<file path="src/include/clock_source_select_defines.svh">
// Register map, field layout, encodings and counts of the clock source select
`ifndef CLOCK_SOURCE_SELECT_DEFINES_SVH
`define CLOCK_SOURCE_SELECT_DEFINES_SVH

`define CSS_ADDR_W 4
`define CSS_OFS_REQUEST 4'h0
`define CSS_OFS_STATUS 4'h1
`define CSS_OFS_FAST_FREQ 4'h2
`define CSS_OFS_READY 4'h3

`define CSS_SRC_MSB 6
`define CSS_SRC_LSB 4
`define CSS_DIV_MSB 3
`define CSS_DIV_LSB 0

// Source selection codes
`define CSS_SRC_FAST_32M 3'h0
`define CSS_SRC_RSVD_1 3'h1
`define CSS_SRC_RSVD_2 3'h2
`define CSS_SRC_RSVD_3 3'h3
`define CSS_SRC_EXTERNAL 3'h4
`define CSS_SRC_SLOW_31K 3'h5
`define CSS_SRC_FAST_4M 3'h6
`define CSS_SRC_FAST_SEL 3'h7

`define CSS_DIV_RST_4M 4'h2
`define CSS_DIV_RST_OTHER 4'h0

// External mode fuse codes
`define CSS_EXT_EC_HIGH 3'h0
`define CSS_EXT_EC_MED 3'h1
`define CSS_EXT_EC_LOW 3'h2
`define CSS_EXT_XTAL_LOW 3'h3
`define CSS_EXT_XTAL_MED 3'h4
`define CSS_EXT_XTAL_HIGH 3'h5

// Amplifier gain drive
`define CSS_GAIN_OFF 2'h0
`define CSS_GAIN_LOW 2'h1
`define CSS_GAIN_MED 2'h2
`define CSS_GAIN_HIGH 2'h3

// Fast internal oscillator frequency codes, 1 to 32 MHz
`define CSS_FREQ_1M 3'h0
`define CSS_FREQ_2M 3'h1
`define CSS_FREQ_4M 3'h2
`define CSS_FREQ_8M 3'h3
`define CSS_FREQ_12M 3'h4
`define CSS_FREQ_16M 3'h5
`define CSS_FREQ_32M 3'h6
`define CSS_FREQ_RST 3'h2

`define CSS_SLOW_FREQ_KHZ 31
`define CSS_WATCH_XTAL_HZ 32768

// External clock limits per power setting, in kHz
`define CSS_EC_HIGH_MAX_KHZ 32000
`define CSS_EC_MED_MAX_KHZ 8000
`define CSS_EC_LOW_MAX_KHZ 500

// Start-up timer length in resonator oscillations
`define CSS_OST_W 11
`define CSS_OST_COUNT 11'h400

`endif

</file>
<file path="src/include/clock_source_select_pkg.sv">
// Types shared by the clock source select logic
package clock_source_select_pkg;

  typedef enum logic [1:0] {
    SW_IDLE,
    SW_WAIT_READY,
    SW_COMMIT
  } switch_state_t;

  typedef enum logic [1:0] {
    OST_IDLE,
    OST_COUNTING,
    OST_STABLE
  } ost_state_t;

endpackage

</file>
<file path="src/clock_source_select.sv">
// Clock source selection, start-up timing and source status registers
`include "clock_source_select_defines.svh"
`timescale 1ns/1ps
`default_nettype none

module clock_source_select (
  input wire logic mclk_i,                // System clock, 10 MHz
  input wire logic sys_rst_i,             // Synchronous reset, active high
  input wire logic [`CSS_ADDR_W-1:0] reg_addr_i, // Register address
  input wire logic [7:0] reg_wdata_i,     // Register write data
  input wire logic reg_wr_i,              // Write strobe
  input wire logic reg_rd_i,              // Read strobe
  output logic [7:0] reg_rdata_o,         // Read data, cycle after strobe
  input wire logic [2:0] reset_source_fuse_i, // Reset source fuse
  input wire logic switch_allow_fuse_i,   // Clock switching allowed
  input wire logic [2:0] ext_mode_fuse_i, // External mode fuse
  input wire logic por_event_i,           // Power-on reset event pulse
  input wire logic brownout_reset_i,      // Brown-out reset event pulse
  input wire logic wake_event_i,          // Wake from sleep pulse
  input wire logic resonator_in_pin_i,    // Resonator input pin level
  input wire logic fast_osc_ready_i,      // Fast internal osc stable
  input wire logic slow_osc_ready_i,      // Slow internal osc stable
  output logic [2:0] sys_source_sel_o,    // Source driving system clock
  output logic [3:0] sys_divider_o,       // Postscaler on system clock
  output logic fast_osc_en_o,             // Fast internal osc enable
  output logic [2:0] fast_osc_freq_o,     // Fast internal osc frequency
  output logic slow_osc_en_o,             // Slow internal osc enable
  output logic [1:0] amp_gain_o,          // Crystal amplifier gain
  output logic resonator_out_free_o,      // Output pin free for I/O
  output logic ext_ready_o,               // External source usable
  output logic code_run_o,                // User code may execute
  output logic switch_busy_o              // Source switch pending
);

  function automatic logic src_reserved(input logic [2:0] code);
    src_reserved = (code == `CSS_SRC_RSVD_1) ||
                   (code == `CSS_SRC_RSVD_2) ||
                   (code == `CSS_SRC_RSVD_3);
  endfunction

  function automatic logic [3:0] div_reset(input logic [2:0] code);
    if (code == `CSS_SRC_FAST_4M) begin
      div_reset = `CSS_DIV_RST_4M;
    end else begin
      div_reset = `CSS_DIV_RST_OTHER;
    end
  endfunction

  function automatic logic ext_is_crystal(input logic [2:0] mode);
    ext_is_crystal = (mode == `CSS_EXT_XTAL_LOW) ||
                     (mode == `CSS_EXT_XTAL_MED) ||
                     (mode == `CSS_EXT_XTAL_HIGH);
  endfunction

  function automatic logic fast_src(input logic [2:0] code);
    fast_src = (code == `CSS_SRC_FAST_32M) ||
               (code == `CSS_SRC_FAST_4M) ||
               (code == `CSS_SRC_FAST_SEL);
  endfunction

  // Synchronisers for pin and oscillator status inputs
  logic res_s1_r;
  logic res_s2_r;
  logic res_s3_r;
  logic fast_s1_r;
  logic fast_s2_r;
  logic slow_s1_r;
  logic slow_s2_r;

  logic [2:0] req_src_r;
  logic [3:0] req_div_r;
  logic [2:0] act_src_r;
  logic [3:0] act_div_r;
  logic [2:0] freq_r;
  logic [2:0] ext_mode_r;
  logic ext_ready_r;
  logic code_run_r;
  logic [`CSS_OST_W-1:0] ost_cnt_r;
  clock_source_select_pkg::ost_state_t ost_state_r;
  clock_source_select_pkg::switch_state_t sw_state_r;

  logic res_rise;
  logic ost_start;
  logic req_wr;
  logic req_wr_ok;
  logic target_ready;
  logic act_ready;

  always_ff @(posedge mclk_i) begin
    if (sys_rst_i) begin
      res_s1_r <= 1'b0;
      res_s2_r <= 1'b0;
      res_s3_r <= 1'b0;
      fast_s1_r <= 1'b0;
      fast_s2_r <= 1'b0;
      slow_s1_r <= 1'b0;
      slow_s2_r <= 1'b0;
    end else begin
      res_s1_r <= resonator_in_pin_i;
      res_s2_r <= res_s1_r;
      res_s3_r <= res_s2_r;
      fast_s1_r <= fast_osc_ready_i;
      fast_s2_r <= fast_s1_r;
      slow_s1_r <= slow_osc_ready_i;
      slow_s2_r <= slow_s1_r;
    end
  end

  // One oscillation counted per rising edge at the input pin
  assign res_rise = res_s2_r & ~res_s3_r;
  assign ost_start = por_event_i | brownout_reset_i | wake_event_i;

  assign req_wr = reg_wr_i && (reg_addr_i == `CSS_OFS_REQUEST);
  assign req_wr_ok = req_wr && switch_allow_fuse_i &&
    !src_reserved(reg_wdata_i[`CSS_SRC_MSB:`CSS_SRC_LSB]);

  // Fuse straps taken at reset; synchronous reset so the port is sampled
  always_ff @(posedge mclk_i) begin
    if (sys_rst_i) begin
      ext_mode_r <= ext_mode_fuse_i;
    end
  end

  // Crystal start-up timer
  always_ff @(posedge mclk_i) begin
    if (sys_rst_i) begin
      ost_state_r <= clock_source_select_pkg::OST_IDLE;
      ost_cnt_r <= '0;
      ext_ready_r <= 1'b0;
    end else if (!ext_is_crystal(ext_mode_r)) begin
      ost_state_r <= clock_source_select_pkg::OST_STABLE;
      ost_cnt_r <= '0;
      ext_ready_r <= 1'b1;
    end else if (ost_start) begin
      // An event pulse wins over a pin rise in the same cycle
      ost_state_r <= clock_source_select_pkg::OST_COUNTING;
      ost_cnt_r <= '0;
      ext_ready_r <= 1'b0;
    end else begin
      case (ost_state_r)
        clock_source_select_pkg::OST_IDLE: begin
          ost_state_r <= clock_source_select_pkg::OST_COUNTING;
          ost_cnt_r <= '0;
        end
        clock_source_select_pkg::OST_COUNTING: begin
          // No timeout: a silent resonator simply holds the count
          if (res_rise) begin
            if (ost_cnt_r == `CSS_OST_COUNT - 11'h001) begin
              ost_state_r <= clock_source_select_pkg::OST_STABLE;
              ext_ready_r <= 1'b1;
              ost_cnt_r <= '0;
            end else begin
              ost_cnt_r <= ost_cnt_r + 11'h001;
            end
          end
        end
        clock_source_select_pkg::OST_STABLE: begin
          ext_ready_r <= 1'b1;
        end
        default: begin
          ost_state_r <= clock_source_select_pkg::OST_IDLE;
          ext_ready_r <= 1'b0;
        end
      endcase
    end
  end

  // Request register
  always_ff @(posedge mclk_i) begin
    if (sys_rst_i) begin
      req_src_r <= reset_source_fuse_i;
      req_div_r <= div_reset(reset_source_fuse_i);
    end else if (req_wr_ok) begin
      req_src_r <= reg_wdata_i[`CSS_SRC_MSB:`CSS_SRC_LSB];
      req_div_r <= reg_wdata_i[`CSS_DIV_MSB:`CSS_DIV_LSB];
    end
  end

  // Fast oscillator frequency select
  always_ff @(posedge mclk_i) begin
    if (sys_rst_i) begin
      freq_r <= `CSS_FREQ_RST;
    end else if (reg_wr_i && (reg_addr_i == `CSS_OFS_FAST_FREQ) &&
                 (reg_wdata_i[2:0] <= `CSS_FREQ_32M)) begin
      freq_r <= reg_wdata_i[2:0];
    end
  end

  always_comb begin
    case (req_src_r)
      `CSS_SRC_FAST_32M: target_ready = fast_s2_r;
      `CSS_SRC_FAST_4M: target_ready = fast_s2_r;
      `CSS_SRC_FAST_SEL: target_ready = fast_s2_r;
      `CSS_SRC_SLOW_31K: target_ready = slow_s2_r;
      `CSS_SRC_EXTERNAL: target_ready = ext_ready_r;
      default: target_ready = 1'b0;
    endcase
  end

  always_comb begin
    case (act_src_r)
      `CSS_SRC_FAST_32M: act_ready = fast_s2_r;
      `CSS_SRC_FAST_4M: act_ready = fast_s2_r;
      `CSS_SRC_FAST_SEL: act_ready = fast_s2_r;
      `CSS_SRC_SLOW_31K: act_ready = slow_s2_r;
      `CSS_SRC_EXTERNAL: act_ready = ext_ready_r;
      default: act_ready = 1'b0;
    endcase
  end

  // Active source follows the request once the target is ready
  always_ff @(posedge mclk_i) begin
    if (sys_rst_i) begin
      sw_state_r <= clock_source_select_pkg::SW_IDLE;
      act_src_r <= reset_source_fuse_i;
      act_div_r <= div_reset(reset_source_fuse_i);
    end else begin
      case (sw_state_r)
        clock_source_select_pkg::SW_IDLE: begin
          if (req_src_r != act_src_r || req_div_r != act_div_r) begin
            sw_state_r <= clock_source_select_pkg::SW_WAIT_READY;
          end
        end
        clock_source_select_pkg::SW_WAIT_READY: begin
          if (target_ready) begin
            sw_state_r <= clock_source_select_pkg::SW_COMMIT;
          end
        end
        clock_source_select_pkg::SW_COMMIT: begin
          // Readiness checked again: the request may move while waiting
          if (target_ready) begin
            act_src_r <= req_src_r;
            act_div_r <= req_div_r;
            sw_state_r <= clock_source_select_pkg::SW_IDLE;
          end else begin
            sw_state_r <= clock_source_select_pkg::SW_WAIT_READY;
          end
        end
        default: begin
          sw_state_r <= clock_source_select_pkg::SW_IDLE;
        end
      endcase
    end
  end

  // Code execution starts once the active source is running
  always_ff @(posedge mclk_i) begin
    if (sys_rst_i || ost_start) begin
      code_run_r <= 1'b0;
    end else if (act_ready) begin
      code_run_r <= 1'b1;
    end
  end

  // Read port
  always_ff @(posedge mclk_i) begin
    if (sys_rst_i) begin
      reg_rdata_o <= 8'h00;
    end else if (reg_rd_i) begin
      case (reg_addr_i)
        `CSS_OFS_REQUEST: reg_rdata_o <= {1'b0, req_src_r, req_div_r};
        `CSS_OFS_STATUS: reg_rdata_o <= {1'b0, act_src_r, act_div_r};
        `CSS_OFS_FAST_FREQ: reg_rdata_o <= {5'h00, freq_r};
        `CSS_OFS_READY: reg_rdata_o <= {4'h0, code_run_r, ext_ready_r,
                                         slow_s2_r, fast_s2_r};
        default: reg_rdata_o <= 8'h00;
      endcase
    end else begin
      reg_rdata_o <= 8'h00;
    end
  end

  // Clock tree controls
  always_ff @(posedge mclk_i) begin
    if (sys_rst_i) begin
      // Fuse-selected source drives the tree from the first reset edge
      sys_source_sel_o <= reset_source_fuse_i;
      sys_divider_o <= div_reset(reset_source_fuse_i);
      fast_osc_en_o <= 1'b0;
      fast_osc_freq_o <= `CSS_FREQ_RST;
      slow_osc_en_o <= 1'b0;
      ext_ready_o <= 1'b0;
      code_run_o <= 1'b0;
      switch_busy_o <= 1'b0;
    end else begin
      sys_source_sel_o <= act_src_r;
      sys_divider_o <= act_div_r;
      fast_osc_en_o <= fast_src(act_src_r) || fast_src(req_src_r);
      case (act_src_r)
        `CSS_SRC_FAST_32M: fast_osc_freq_o <= `CSS_FREQ_32M;
        `CSS_SRC_FAST_4M: fast_osc_freq_o <= `CSS_FREQ_4M;
        default: fast_osc_freq_o <= freq_r;
      endcase
      slow_osc_en_o <= (act_src_r == `CSS_SRC_SLOW_31K) ||
                       (req_src_r == `CSS_SRC_SLOW_31K);
      ext_ready_o <= ext_ready_r;
      code_run_o <= code_run_r;
      switch_busy_o <= (sw_state_r != clock_source_select_pkg::SW_IDLE);
    end
  end

  // Amplifier gain and output pin use
  always_ff @(posedge mclk_i) begin
    if (sys_rst_i) begin
      amp_gain_o <= `CSS_GAIN_OFF;
      resonator_out_free_o <= 1'b1;
    end else begin
      case (ext_mode_r)
        `CSS_EXT_XTAL_LOW: amp_gain_o <= `CSS_GAIN_LOW;
        `CSS_EXT_XTAL_MED: amp_gain_o <= `CSS_GAIN_MED;
        `CSS_EXT_XTAL_HIGH: amp_gain_o <= `CSS_GAIN_HIGH;
        default: amp_gain_o <= `CSS_GAIN_OFF;
      endcase
      resonator_out_free_o <= !ext_is_crystal(ext_mode_r);
    end
  end

endmodule

`default_nettype wire

</file>
<file path="config.mk">
export PLATFORM = sky130hd
export DESIGN_NAME = clock_source_select
export DESIGN_NICKNAME = d
export VERILOG_FILES = /design/src/include/clock_source_select_pkg.sv /design/src/clock_source_select.sv
export VERILOG_INCLUDE_DIRS = /design/src /design/src/include
export SDC_FILE = /design/constraint.sdc
export NUM_CORES = 1
export LEC_CHECK = 0
export ABC_AREA = 1
export ABC_CLOCK_PERIOD_IN_PS = 2000
export BUFFER_PORTS_ARGS = -buffer_cell sky130_fd_sc_hd__buf_4
export CAP_MARGIN = 0
export CORE_MARGIN = 5
export CORE_UTILIZATION = 45
export DETAILED_ROUTE_END_ITERATION = 10
export PLACE_DENSITY = 0.73
export SYNTH_ARGS = -nofsm -noshare
export SYNTH_HDL_FRONTEND = slang
export SYNTH_SLANG_ARGS = --single-unit
export TNS_END_PERCENT = 100
</file>
<file path="constraint.sdc">
create_clock -name mclk_i -period 2 [get_ports mclk_i]
set_input_delay 0.4 -clock mclk_i [delete_from_list [all_inputs] [get_ports mclk_i]]
set_output_delay 0.4 -clock mclk_i [all_outputs]
set_load 0.01 [all_outputs]
</file>
==> flow_metrics.py <==
metrics = {
    "cts": {
        "post_cts_resized": 0,
        "cts_buffers": 9,
        "clk_pin_slew_ns": 0.07,
        "cts_sinks": 69,
        "clock-root-buffer": "clkbuf_8",
        "clock_path_buffers": 2,
        "cts_tree": "built",
        "cts_setup_buffers": 0,
        "h-tree-depth": 3,
        "worstSkewPairLatency_ns": 0.34,
        "hold_buffers": 0,
    },
    "setup_path": {
        "required_ns": 2.06,
        "worstSetupStartpointType": "register",
        "cp.arrival_ns": 1.72,
        "crit_fanout": 7,
        "r2r-start": "req_src_r[0]",
        "endpoint_kind": "register",
        "reg2regPathDepth": 6,
        "r2r_end": "act_div_r[2]",
        "crit_type": "register to register",
        "rrSetupSlack_ns": 0.34,
    },
    "die": {
        "die_area_um2": 8450,
        "num_rows": 29,
        "io_pins": 55,
        "placeableCoreArea_um2": 6460,
        "die_width_um": 91.9,
        "start_util_pct": 46.8,
        "fp.dieH_um": 91.9,
    },
    "final_layout": {
        "seq_area_um2": 1550,
        "fin_nets": 472,
        "filler_cell_count": 595,
        "syn2layout_area_growth_pct": 22.9,
        "drive_gt1_share_pct": 20.5,
        "multiInputGateArea_um2": 1190,
        "antenna_cells": 0,
    },
    "synth": {
        "syn_avg_cell_area_um2": 8.01,
        "synth_top_area_share_pct": 34.5,
        "netlist_top_cells_area": "dfxtp_1, edfxtp_1, nand2_1",
        "synth_seq_cells": 69,
        "syn_nets": 411,
        "synth_top_area_cell": "dfxtp_1",
        "synthDistinctLibCells": 39,
        "seq_area_frac_synth_pct": 51.3,
        "syn_area_um2": 3020,
        "syn_inst": 377,
        "ys.warnings.count": 0,
    },
    "sta": {
        "clock.fmax_mhz": 602,
        "hold_viol": 0,
        "final.min_clock_period_ns": 1.66,
        "fin_crit_sh_pct": 83.1,
        "skew_ns": 0.00895,
        "slew_viol_final": 0,
        "setup_viol": 0,
        "fin_tns_setup_ns": 0,
        "rsz0062_at_grt": "false",
    },
    "routing": {
        "routed_via_density": 4.96,
        "routed_wl_um": 6640,
        "vias": 2581,
        "drt_iter0_markers": 190,
        "drc": 0,
        "drtAntennaViolNets": 0,
        "wire_per_inst_um": 12.8,
        "drtPass1Iterations": 4,
    },
    "hold_path": {
        "min_from": "ext_mode_fuse_i[1]",
        "hold_path.class": "primary input to register",
        "holdPathStages": 1,
        "holdPathEnd": "ext_mode_r[1]",
    },
    "global_routing": {
        "antenna_found_initial": 0,
        "grt_overflow_total": 0,
        "grt_pass1_wl_um": 11100,
        "grt_start_max_net_pins": 30,
        "grt_usage_pct": 16.5,
        "grt_pass1_vias": 2499,
    },
    "power": {
        "p_leak_uw": 0.00171,
        "powerDensity_nw_per_um2": 814,
        "finalPower_uw": 3020,
        "ir_drop_uv": 453,
    },
    "place": {
        "hpwl_um": 5150,
        "gp_congestion": 0.870,
        "portBuffers": 52,
    },
    "run": {
        "cap_violations": 0,
    },
    "status": {
        "status": "complete, no violations",
    },
}
cells in the mapped netlist:
| library cell | count |
|---|---|
| nand2_1 | 74 |
| inv_1 | 64 |
| dfxtp_1 | 52 |
| nor2_1 | 48 |
| a21oi_1 | 22 |
| o21ai_0 | 22 |
| edfxtp_1 | 17 |
| nand3_1 | 17 |
| o22ai_1 | 9 |
| ha_1 | 5 |
| nor2_2 | 5 |
| nand2_2 | 4 |
| clkbuf_1 | 3 |
| nand3_2 | 3 |
| buf_2 | 2 |
| nand2_4 | 2 |
| nor3_1 | 2 |
| o211ai_1 | 2 |
| o21a_1 | 2 |
| o31ai_1 | 2 |
| xor2_1 | 2 |
| a211oi_1 | 1 |
| and2_1 | 1 |
| buf_4 | 1 |
| clkinv_4 | 1 |
| conb_1 | 1 |
| inv_2 | 1 |
| nand3b_1 | 1 |
| nand4_1 | 1 |
| nor2_4 | 1 |
| nor3_2 | 1 |
| nor3b_1 | 1 |
| nor3b_2 | 1 |
| o21ai_1 | 1 |
| o21ai_4 | 1 |
| o21bai_1 | 1 |
| or2_2 | 1 |
| or2_4 | 1 |
| or3b_1 | 1 |
metrics by stage:
stage	std cells	hold slack, ns	util, %	worst slack (ns)	cell area, um2
2_1_floorplan	377	0.388	-	0.138	3020
3_3_place_gp	504	0.391	54.3	0.154	3510
3_5_place_dp	504	0.395	54.3	0.127	3510
4_1_cts	520	0.212	57.5	0.346	3710
5_1_grt	520	0.214	57.5	0.160	3710
6_report	520	0.227	57.5	0.338	3710
placed cells by master, fill, tap and decap left out, drive strengths merged, types with 3 or more instances in the layout:
cell	synthesis	routed
nand2	80	80
inv	65	65
buf	3	56
nor2	54	54
dfxtp	52	52
o21ai	24	24
a21oi	22	22
nand3	20	20
edfxtp	17	17
clkbuf	3	12
o22ai	9	9
ha	5	5
nor3	3	3
clkinv	1	3
metal layers:
| layer | global-route usage (%) | routed length [um] | part of all wire [%] | vias to the layer above |
|---|---|---|---|---|
| met5 | 0 | 0 | 0 | - |
| met4 | 10.5 | 180 | 2.7 | 0 |
| met3 | 3.03 | 366 | 5.5 | 18 |
| met2 | 26.5 | 3140 | 47 | 82 |
| met1 | 20.5 | 2950 | 45 | 1162 |
| li1 | - | - | - | 1319 |
cells by family (layout without fill, tap and decap cells):
logic type	Yosys count	in the layout	synth area share (%)
adders and majority gates	5	5	2.07
and+or+nand+nor	165	165	24.7
other	1	1	0.124
AOI/OAI and AO/OA	63	63	11.8
DFF	69	69	51.3
buffers and inverters	72	138	9.32
xor gates and xnor gates	2	2	0.580
sequential cells by signal (all words and copies together), names as in the netlist, 3 cells and up:
register and count:
act_div_r 4, sys_source_sel_o 3, req_src_r 3, freq_r 3, fast_osc_freq_o 3, ost_cnt_r 11, sys_divider_o 4, reg_rdata_o 7
req_div_r 4, ext_mode_r 3, act_src_r 3
report_power, final:
part	internal (uW)	total (uW)	leakage [uW]	switching (uW)
Combinational	138	339	0.00102	201
Sequential	1500	1540	0.000593	37.6
Clock	646	1140	0.0000992	495
Total	2290	3020	0.00171	734
worst max path at each step:
stage | from | endpoint | cells past startpoint
2_1_floorplan | req_src_r[0] | act_div_r[0] | 5
3_3_place_gp | reg_addr_i[3] | req_div_r[2] | 7
3_5_place_dp | reg_addr_i[3] | req_div_r[3] | 7
4_1_cts | req_src_r[0] | act_div_r[2] | 6
5_1_grt | req_src_r[1] | act_div_r[2] | 8
6_report | req_src_r[0] | act_div_r[2] | 6
critical path: stages, from the launching register on:
cell	delay, ns
edfxtp_1	0.45
o21ai_0	0.24
nand3_1	0.14
nand2_1	0.11
inv_1	0.05
o31ai_1	0.18
buf_4	0.20
final cells by class:
type,instances,share of cell area [%]
Tap cell,77,2.60
Timing Repair Buffer,56,11.3
Multi-Input combinational cell,236,32.0
Clock buffer,12,4.21
Inverter,66,6.81
Clock inverter,4,1.25
Sequential cell,69,41.8
No activity file was read; power rests on OpenSTA's default activity.
